## src/vat_consts.svh

```systemverilog
// Behaviour
// - Pages are 1 kbyte or 4 kbytes, chosen by each entry's size flag.
// - Accept 32-bit virtual addresses; privileged space splits into five areas.
// - Both mapped privileged areas translate through the buffer; cacheable needs the entry's flag and control enable.
// - Fixed cached area: physical address is virtual with bit 31 cleared; cacheable when the control enable is set.
// - Fixed uncached area: bits 31 to 29 cleared; never cached.
// - Fixed areas bypass the buffer and never raise miss or translation errors.
// - Control area ranges E0000000-EFFFFFFF and F4000000-FBFFFFFF are reserved.
// - Control area routes cache arrays, buffer arrays and control registers by range.
// - Unprivileged code reaches only the lower 2-Gbyte user area, translated by page.
// - Unprivileged access at 80000000 or above is refused with an address error.
// - Top three physical address bits are ignored, so shadow addresses alias.
// - Mapped areas with translation on search the buffer; a hit returns page data.
// - No matching entry raises a miss so the instruction is executed again.
// - Translation off passes the virtual address through; low 29 bits significant.
// - Cache address array gets the physical address with its top three bits cleared.
// - A control bit selects single or multiple virtual mode; only comparison differs.
// - An 8-bit space identifier in the high entry register tags the running process.
// - In single mode the identifier gives protection, not translation selection.
// - Page access rights apply separately to privileged and unprivileged operation.
// - Privilege bit 0 means unprivileged, 1 privileged.
// - High entry register: page number 31:10, identifier 7:0, bits 9:8 read zero.
// - Bit 8 of the translation control register selects the virtual memory mode.
`ifndef VAT_CONSTS_SVH
`define VAT_CONSTS_SVH
`define VAT_OFF_PGHI 8'h00
`define VAT_OFF_TCTL 8'h04
`define VAT_OFF_CCTL 8'h08
`define VAT_OFF_ELOW 8'h0C
`define VAT_OFF_ELOAD 8'h10
`define VAT_OFF_STAT 8'h14
`define VAT_OFF_FADDR 8'h18
`define VAT_TCTL_EN 0
`define VAT_TCTL_SSS 8
`define VAT_CCTL_CE 0
`define VAT_CCTL_WT 1
`define VAT_ELOW_V 8
`define VAT_ELOW_PR_LO 5
`define VAT_ELOW_SZ 4
`define VAT_ELOW_C 3
`define VAT_ELOW_D 2
`define VAT_ELOW_SH 1
`define VAT_ELOAD_FLUSH 31
`define VAT_STAT_MISS 0
`define VAT_STAT_AERR 1
`define VAT_STAT_PERR 2
`define VAT_SEG_FCACHED 3'h4
`define VAT_SEG_FUNCACHED 3'h5
`define VAT_SEG_MHIGH 3'h6
`define VAT_SEG_CTRL 3'h7
`define VAT_SUB_CACHE 3'h0
`define VAT_SUB_TLB 3'h1
`define VAT_SUB_REGS_HI 2'h3
`define VAT_SHADOW_W 3
`define VAT_PG_SMALL 10
`define VAT_PG_LARGE 12
`define VAT_RST_ZERO 32'h0000_0000
`endif

```

## src/vat_pkg.sv

```systemverilog
package vat_pkg;
  typedef enum logic [4:0] {
    VAT_ROUTE_MEM = 5'h01,
    VAT_ROUTE_CACHE_ARR = 5'h02,
    VAT_ROUTE_TLB_ARR = 5'h04,
    VAT_ROUTE_CTRL_REG = 5'h08,
    VAT_ROUTE_RESERVED = 5'h10
  } vat_route_e;
  typedef struct packed {
    logic valid;
    logic [21:0] virtual_page_number;
    logic [7:0] asid;
    logic [21:0] ppn;
    logic [1:0] pr;
    logic sz;
    logic c;
    logic d;
    logic sh;
  } vat_entry_s;
  typedef struct packed {
    logic valid;
    logic [31:0] va;
    logic priv;
    logic write;
  } vat_req_s;
  typedef struct packed {
    logic valid;
    logic [31:0] pa;
    logic [31:0] cache_addr;
    logic cacheable;
    logic write_through;
    logic miss;
    logic addr_error;
    logic prot_error;
    vat_route_e route;
  } vat_resp_s;
endpackage

```

## src/vat_top.sv

```systemverilog
`timescale 1ns/1ns
`default_nettype none
`include "vat_consts.svh"
module vat_top #(
  parameter int ENTRIES = 16,
  parameter int IDX_W = 4
) (
  input wire logic pclk,
  input wire logic presetn,
  input wire logic psel,
  input wire logic penable,
  input wire logic pwrite,
  input wire logic [31:0] paddr,
  input wire logic [31:0] pwdata,
  output logic [31:0] prdata,
  output logic pready,
  output logic pslverr,
  input wire vat_pkg::vat_req_s cpu_req,
  output vat_pkg::vat_resp_s cpu_resp
);
  import vat_pkg::*;

  logic [21:0] vpn_reg;
  logic [7:0] asid_reg;
  logic trans_en_reg;
  logic single_space_select;
  logic cache_en_reg;
  logic write_thru_reg;
  logic [31:0] elow_reg;
  logic [2:0] stat_reg;
  logic [31:0] faddr_reg;
  vat_entry_s tlb_mem [ENTRIES];
  vat_resp_s resp_next;
  logic [31:0] rdata_next;
  logic map_err;
  logic apb_done;
  logic wr_en;
  logic [ENTRIES-1:0] hit_vec;
  logic hit;
  vat_entry_s hit_e;
  logic [2:0] seg;

  // One wait state keeps prdata and pready straight from flops
  always_ff @(posedge pclk or negedge presetn)
  begin
    if (!presetn)
    begin
      pready <= 1'b0;
      pslverr <= 1'b0;
      prdata <= `VAT_RST_ZERO;
    end
    else
    begin
      pready <= psel && penable && !pready;
      pslverr <= psel && penable && !pready && map_err;
      prdata <= (psel && penable && !pready && !pwrite) ? rdata_next : `VAT_RST_ZERO;
    end
  end

  assign apb_done = psel && penable && pready;
  assign wr_en = apb_done && pwrite && !pslverr;

  always_comb
  begin
    map_err = 1'b0;
    rdata_next = `VAT_RST_ZERO;
    if (paddr[31:8] != 24'h00_0000 || paddr[1:0] != 2'h0)
    begin
      map_err = 1'b1;
    end
    else
    begin
      unique case (paddr[7:0])
        `VAT_OFF_PGHI:
        begin
          rdata_next = {vpn_reg, 2'b00, asid_reg};
        end
        `VAT_OFF_TCTL:
        begin
          rdata_next[`VAT_TCTL_EN] = trans_en_reg;
          rdata_next[`VAT_TCTL_SSS] = single_space_select;
        end
        `VAT_OFF_CCTL:
        begin
          rdata_next[`VAT_CCTL_CE] = cache_en_reg;
          rdata_next[`VAT_CCTL_WT] = write_thru_reg;
        end
        `VAT_OFF_ELOW:
        begin
          rdata_next = elow_reg;
        end
        `VAT_OFF_ELOAD:
        begin
          rdata_next = `VAT_RST_ZERO;
        end
        `VAT_OFF_STAT:
        begin
          rdata_next[2:0] = stat_reg;
        end
        `VAT_OFF_FADDR:
        begin
          rdata_next = faddr_reg;
        end
        default:
        begin
          map_err = 1'b1;
        end
      endcase
    end
  end

  // A fault reloads the page number so the handler sees it; hardware wins over software
  always_ff @(posedge pclk or negedge presetn)
  begin
    if (!presetn)
    begin
      vpn_reg <= 22'h00_0000;
      asid_reg <= 8'h00;
    end
    else
    begin
      if (wr_en && paddr[7:0] == `VAT_OFF_PGHI)
      begin
        asid_reg <= pwdata[7:0];
      end
      if (resp_next.miss || resp_next.addr_error || resp_next.prot_error)
      begin
        vpn_reg <= cpu_req.va[31:10];
      end
      else if (wr_en && paddr[7:0] == `VAT_OFF_PGHI)
      begin
        vpn_reg <= pwdata[31:10];
      end
    end
  end

  always_ff @(posedge pclk or negedge presetn)
  begin
    if (!presetn)
    begin
      trans_en_reg <= 1'b0;
      single_space_select <= 1'b0;
    end
    else if (wr_en && paddr[7:0] == `VAT_OFF_TCTL)
    begin
      trans_en_reg <= pwdata[`VAT_TCTL_EN];
      single_space_select <= pwdata[`VAT_TCTL_SSS];
    end
  end

  always_ff @(posedge pclk or negedge presetn)
  begin
    if (!presetn)
    begin
      cache_en_reg <= 1'b0;
      write_thru_reg <= 1'b0;
    end
    else if (wr_en && paddr[7:0] == `VAT_OFF_CCTL)
    begin
      cache_en_reg <= pwdata[`VAT_CCTL_CE];
      write_thru_reg <= pwdata[`VAT_CCTL_WT];
    end
  end

  always_ff @(posedge pclk or negedge presetn)
  begin
    if (!presetn)
    begin
      elow_reg <= `VAT_RST_ZERO;
    end
    else if (wr_en && paddr[7:0] == `VAT_OFF_ELOW)
    begin
      elow_reg <= pwdata;
    end
  end

  // Sticky fault flags cleared by writing ones; a new fault in the same cycle wins
  always_ff @(posedge pclk or negedge presetn)
  begin
    if (!presetn)
    begin
      stat_reg <= 3'h0;
      faddr_reg <= `VAT_RST_ZERO;
    end
    else
    begin
      stat_reg <= (stat_reg & ~((wr_en && paddr[7:0] == `VAT_OFF_STAT) ? pwdata[2:0] : 3'h0))
                  | {resp_next.prot_error, resp_next.addr_error, resp_next.miss};
      if (resp_next.miss || resp_next.addr_error || resp_next.prot_error)
      begin
        faddr_reg <= cpu_req.va;
      end
    end
  end

  // Entries are loaded from the staged high and low registers; no range check on the
  // physical page, software must keep it in the lower half
  always_ff @(posedge pclk or negedge presetn)
  begin
    if (!presetn)
    begin
      for (int i = 0; i < ENTRIES; i++)
      begin
        tlb_mem[i] <= '0;
      end
    end
    else if (wr_en && paddr[7:0] == `VAT_OFF_ELOAD)
    begin
      if (pwdata[`VAT_ELOAD_FLUSH])
      begin
        for (int i = 0; i < ENTRIES; i++)
        begin
          tlb_mem[i].valid <= 1'b0;
        end
      end
      else
      begin
        tlb_mem[pwdata[IDX_W-1:0]] <= '{valid: elow_reg[`VAT_ELOW_V], virtual_page_number: vpn_reg, asid: asid_reg,
                                      ppn: elow_reg[31:10], pr: elow_reg[`VAT_ELOW_PR_LO +: 2],
                                      sz: elow_reg[`VAT_ELOW_SZ], c: elow_reg[`VAT_ELOW_C],
                                      d: elow_reg[`VAT_ELOW_D], sh: elow_reg[`VAT_ELOW_SH]};
      end
    end
  end

  genvar g;
  generate
    for (g = 0; g < ENTRIES; g++)
    begin : g_cmp
      logic vpn_eq;
      logic asid_ok;
      // Large pages ignore the two low page-number bits
      assign vpn_eq = tlb_mem[g].sz ? (cpu_req.va[31:`VAT_PG_LARGE] == tlb_mem[g].virtual_page_number[21:2])
                                    : (cpu_req.va[31:`VAT_PG_SMALL] == tlb_mem[g].virtual_page_number);
      // Single mode matches on page only; identifier is checked later for protection
      assign asid_ok = single_space_select || tlb_mem[g].sh || (tlb_mem[g].asid == asid_reg);
      assign hit_vec[g] = tlb_mem[g].valid && vpn_eq && asid_ok;
    end
  endgenerate

  // Lowest index wins if software left duplicates
  always_comb
  begin
    hit_e = '0;
    for (int i = ENTRIES - 1; i >= 0; i--)
    begin
      if (hit_vec[i])
      begin
        hit_e = tlb_mem[i];
      end
    end
  end

  assign hit = |hit_vec;
  assign seg = cpu_req.va[31:29];

  always_comb
  begin
    resp_next = '0;
    resp_next.valid = cpu_req.valid;
    resp_next.route = VAT_ROUTE_MEM;
    resp_next.write_through = write_thru_reg;
    if (!cpu_req.priv && cpu_req.va[31])
    begin
      resp_next.addr_error = cpu_req.valid;
    end
    else if (seg == `VAT_SEG_FCACHED)
    begin
      resp_next.pa = {1'b0, cpu_req.va[30:0]};
      resp_next.cacheable = cache_en_reg;
    end
    else if (seg == `VAT_SEG_FUNCACHED)
    begin
      resp_next.pa = {3'b000, cpu_req.va[28:0]};
      resp_next.cacheable = 1'b0;
    end
    else if (seg == `VAT_SEG_CTRL)
    begin
      resp_next.pa = cpu_req.va;
      if (!cpu_req.va[28])
      begin
        resp_next.route = VAT_ROUTE_RESERVED;
      end
      else if (cpu_req.va[27:25] == `VAT_SUB_CACHE)
      begin
        resp_next.route = VAT_ROUTE_CACHE_ARR;
      end
      else if (cpu_req.va[27:25] == `VAT_SUB_TLB)
      begin
        resp_next.route = VAT_ROUTE_TLB_ARR;
      end
      else if (cpu_req.va[27:26] == `VAT_SUB_REGS_HI)
      begin
        resp_next.route = VAT_ROUTE_CTRL_REG;
      end
      else
      begin
        resp_next.route = VAT_ROUTE_RESERVED;
      end
    end
    else if (!trans_en_reg)
    begin
      resp_next.pa = cpu_req.va;
      resp_next.cacheable = cache_en_reg;
    end
    else if (!hit)
    begin
      resp_next.miss = cpu_req.valid;
    end
    else
    begin
      resp_next.pa = hit_e.sz ? {hit_e.ppn[21:2], cpu_req.va[11:0]}
                              : {hit_e.ppn, cpu_req.va[9:0]};
      resp_next.cacheable = cache_en_reg && hit_e.c;
      // Bit 1 grants unprivileged access, bit 0 grants writes
      resp_next.prot_error = cpu_req.valid && ((!cpu_req.priv && !hit_e.pr[1])
                             || (cpu_req.write && !hit_e.pr[0])
                             || (single_space_select && !hit_e.sh && hit_e.asid != asid_reg));
    end
    // Shadow bits dropped so all aliases share one cache line
    resp_next.cache_addr = {{`VAT_SHADOW_W{1'b0}}, resp_next.pa[28:0]};
  end

  always_ff @(posedge pclk or negedge presetn)
  begin
    if (!presetn)
    begin
      cpu_resp <= '0;
    end
    else
    begin
      cpu_resp <= resp_next;
    end
  end
endmodule
`default_nettype wire

```

## config.mk

```make
export PLATFORM = sky130hd
export DESIGN_NAME = vat_top
export DESIGN_NICKNAME = d
export VERILOG_FILES = /design/src/vat_pkg.sv /design/src/vat_top.sv
export VERILOG_INCLUDE_DIRS = /design/src
export SDC_FILE = /design/constraint.sdc
export NUM_CORES = 2
export LEC_CHECK = 0
export BUFFER_PORTS_ARGS = -buffer_cell sky130_fd_sc_hd__buf_2
export CORE_MARGIN = 5
export CORE_UTILIZATION = 40
export CTS_CLUSTER_DIAMETER = 200
export CTS_CLUSTER_SIZE = 25
export DETAILED_ROUTE_END_ITERATION = 16
export PLACE_DENSITY = 0.68
export SYNTH_ARGS = -nofsm -noshare
export SYNTH_HDL_FRONTEND = slang
export SYNTH_SLANG_ARGS = --single-unit
```

## constraint.sdc

```tcl
create_clock -name pclk -period 4.1 [get_ports pclk]
set_clock_uncertainty 0.2 [all_clocks]
set_input_delay 0.82 -clock pclk [delete_from_list [all_inputs] [get_ports pclk]]
set_output_delay 0.82 -clock pclk [all_outputs]
set_load 0.05 [all_outputs]
```

==> reports/metrics.yaml <==
synthesis:
  synthTopCellsByCount: "1106 x dfrtp_1, 933 x mux2_2, 470 x xnor2_1"
  syn_area_um2: 54500
  seq_area_frac_synth: 0.508
  yosys.cell_count.top_type: "dfrtp_1"
  yosysWarnings: 0
  yosys-top-cells-area: "dfrtp_1 51%, mux2_2 19%, xnor2_1 7.6%, nand2_1 2.3%, nor2_1 1.7%"
  yosysTopAreaCell: "dfrtp_1"
  async_flop_share: 1.00
  syn_area_per_cell_um2: 11.6
  ys_types: 82
  ys.flop_type: "dfrtp_1"
  ys_seq_elements: 1106
  synth_top_area_frac: 0.508
  synth_edf_count: 0
  synth_cells: 4693
floorplanning:
  ios: 213
  start_util: 0.402
  num_rows: 135
  core_um2: 135000
  fp.dieArea_um2: 144000
  die_x_um: 379
  die_y_um: 379
grt:
  track_usage: 0.262
  use_met1: 0.362
  grt-busiest-layer: "met2"
  grtUsageMet3: 0.0488
  overflow: 0
  grt_max_degree: 112
  grt_pass1_wl_um: 281000
  antenna_found_initial: 13
  use_met2: 0.408
  first_global_vias: 41800
clock_network:
  clock_sinks: 1106
  ctsLongestPathBuffers: 3
  cts-buffers-inserted: 50
  cts_tree: "yes"
  h-tree-depth: 2
  clk_latency_ns: 0.72
  clockRootBuffer: "clkbuf_16"
  cts.clk_slew.worst_paths_ns: 0.10
layout:
  drive_above_1_share: 0.422
  reg.largest.list: "tlb_mem: 928 flops, cpu_resp: 43 flops"
  finish.utilization: 0.485
  fin_cells: 7140
  nets: 5456
  largest_reg_flops: 928
  top_register: "tlb_mem"
  layout-area-overhead-vs-synth_pct: 20.6
critical_path:
  critPathKind: "in2reg"
  end_kind: "flip-flop"
  start_kind: "primary input"
  arrival_ns: 5.09
  required_ns: 4.51
  path_max_fanout: 9
status:
  violations: "negative setup slack"
  status: "finished with violations"
pwr:
  pwr-share-comb: 0.090
  p_sw_uw: 5110
  p_int_uw: 13900
  p_clk_frac: 0.310
  ir_drop_uv: 319
  switching_share: 0.269
  cellPowerDensity_nw_per_um2: 289
  p_leak_uw: 0.0315
  power_frac_seq: 0.600
place:
  port_buffers: 209
  gp_congestion: 0.956
  placed_cells: 7049
  dp_hpwl_um: 136000
drt:
  route.detailed.drc: 0
  viasPerCell: 5.84
  wire_per_inst_um: 26.8
  ant_nets: 0
  vias: 41700
  drt_wl_total_um: 191000
  first_pass_iters: 5
  first_iter_violations: 4223
timing:
  setup_viol: 66
  worst_slack_ns: -0.583
  period_needed_ns: 4.68
  whs_ns: 0.100
  fmax_ghz: 0.214
  worst_slew_pin_slew_ns: 1.36
  post-route-period-util: 1.14
  relSlewSlack: 0.0931
  final_max_slew_viol_count: 0
  hold_viol: 0
  rsz0062_at_grt: "yes"
run:
  drv_cap: 0
worst_hold_path:
  worst_hold_path_type: "in2reg"
## per-layer routing
layer  wire length, um  vias up
met1             80300    21600
met4              8490        6
met5                41        -
met3             15900      386
li1                  -    17900
met2             86600     1746
## power groups by stage
stage / logic, uW / registers, uW / clock network [uW]
after floorplan: 858 / 11400 / 0
after global placement: 1650 / 11600 / 0
after detailed placement: 1670 / 11600 / 0
after CTS: 1710 / 11400 / 5990
after global routing: 1810 / 11400 / 6330
final: 1720 / 11400 / 5900
## metrics by stage
step | setup slack, ns | TNS [ns] | instance area (um2) | power, uW
2_1_floorplan | -0.513 | -26.92 | 54800 | 12200
3_3_place_gp | -1.75 | -127.88 | 63000 | 13200
5_1_grt | -0.620 | -34.21 | 65700 | 19600
4_1_cts | -0.500 | -25.98 | 65400 | 19100
3_5_place_dp | -1.77 | -129.76 | 63000 | 13300
6_report | -0.583 | -30.23 | 65700 | 19000
## critical path, stage by stage
cell      delay, ns
buf_2          0.14
buf_4          0.21
xnor2_2        0.22
nand4_1        0.14
nor4_2         0.38
buf_4          0.19
and3_4         0.18
buf_6          0.12
nand2_1        0.07
a311o_1        0.44
a311oi_4       0.40
mux2_4         0.34
a211oi_2       0.13
and4b_2        0.28
nand2_2        0.08
o21ai_4        0.22
buf_12         0.16
buf_12         0.13
buf_12         0.14
mux2_4         0.30
## area by class of cell
cell class                      count  area (um2)
Fill cell                       12200       69700
Sequential cell                  1106       27700
Multi-Input combinational cell   3138       25800
Timing Repair Buffer             1028        8500
Tap cell                         1781        2230
Clock buffer                       51        1250
Inverter                           27         101
Clock inverter                      4        90.1
Antenna cell                        5        12.5
## path summary, 6_finish.rpt
path                                                 start                   endpoint  slack (ns)  cells past startpoint
worst max-delay path                           cpu_req[15]  faddr_reg[19]$_DFFE_PN0P_       -0.58                     20
worst min-delay path                           cpu_req[34]     cpu_resp[74]$_DFF_PN0_        0.10                      1
worst max register to register     asid_reg[1]$_DFFE_PN0P_  faddr_reg[19]$_DFFE_PN0P_       -0.53                     20
worst min register to register  write_thru_reg$_DFFE_PN0P_      cpu_resp[8]$_DFF_PN0_        0.21                      0
max in group asynchronous                          presetn    asid_reg[2]$_DFFE_PN0P_        1.84                      3
min in group asynchronous                          presetn   tlb_mem[747]$_DFFE_PN0P_        0.51                      2
## cells by family after synthesis
kind of cell	count (synthesis)	share of synthesized area
buffers and inverters	451	0.0404
adders and majority gates	1	0.000230
muxes	989	0.207
other	1	0.0000688
xor gates and xnor gates	482	0.0776
AOI/OAI and AO/OA	578	0.0720
DFF	1106	0.508
and+or+nand+nor	1085	0.0946
## cells in the final DEF, fill, tap and decap left out, drive strengths merged, types with 5 or more instances in the layout
cell	instances
nor2b	6
or2	5
clkbuf	51
nand2	339
a21oi	87
nand4	135
a2111oi	7
nor3	86
nand2b	13
a311oi	32
and2	20
and3	28
diode	5
o31ai	22
nor2	249
mux2	981
a221oi	9
nor4	44
o21a	5
inv	30
o311ai	48
o211ai	37
o22ai	8
xor2	11
a211oi	48
xnor2	471
o21ai	151
buf	1027
a31oi	35
o221ai	6
dfrtp	1106
or3	15
nand3	123
a311o	7
mux2i	8
a22oi	33
a21o	6
or4	9
## repair_timing
action,in CTS,in global routing
gates cloned,1,0
gates resized for setup,172,60
pin swaps,59,29
hold buffers,1,0
endpoints found under the hold margin,42,0
setup endpoints to repair,91,78
buffers inserted,27,7
Note: power is estimated with default switching activity, not from simulation.
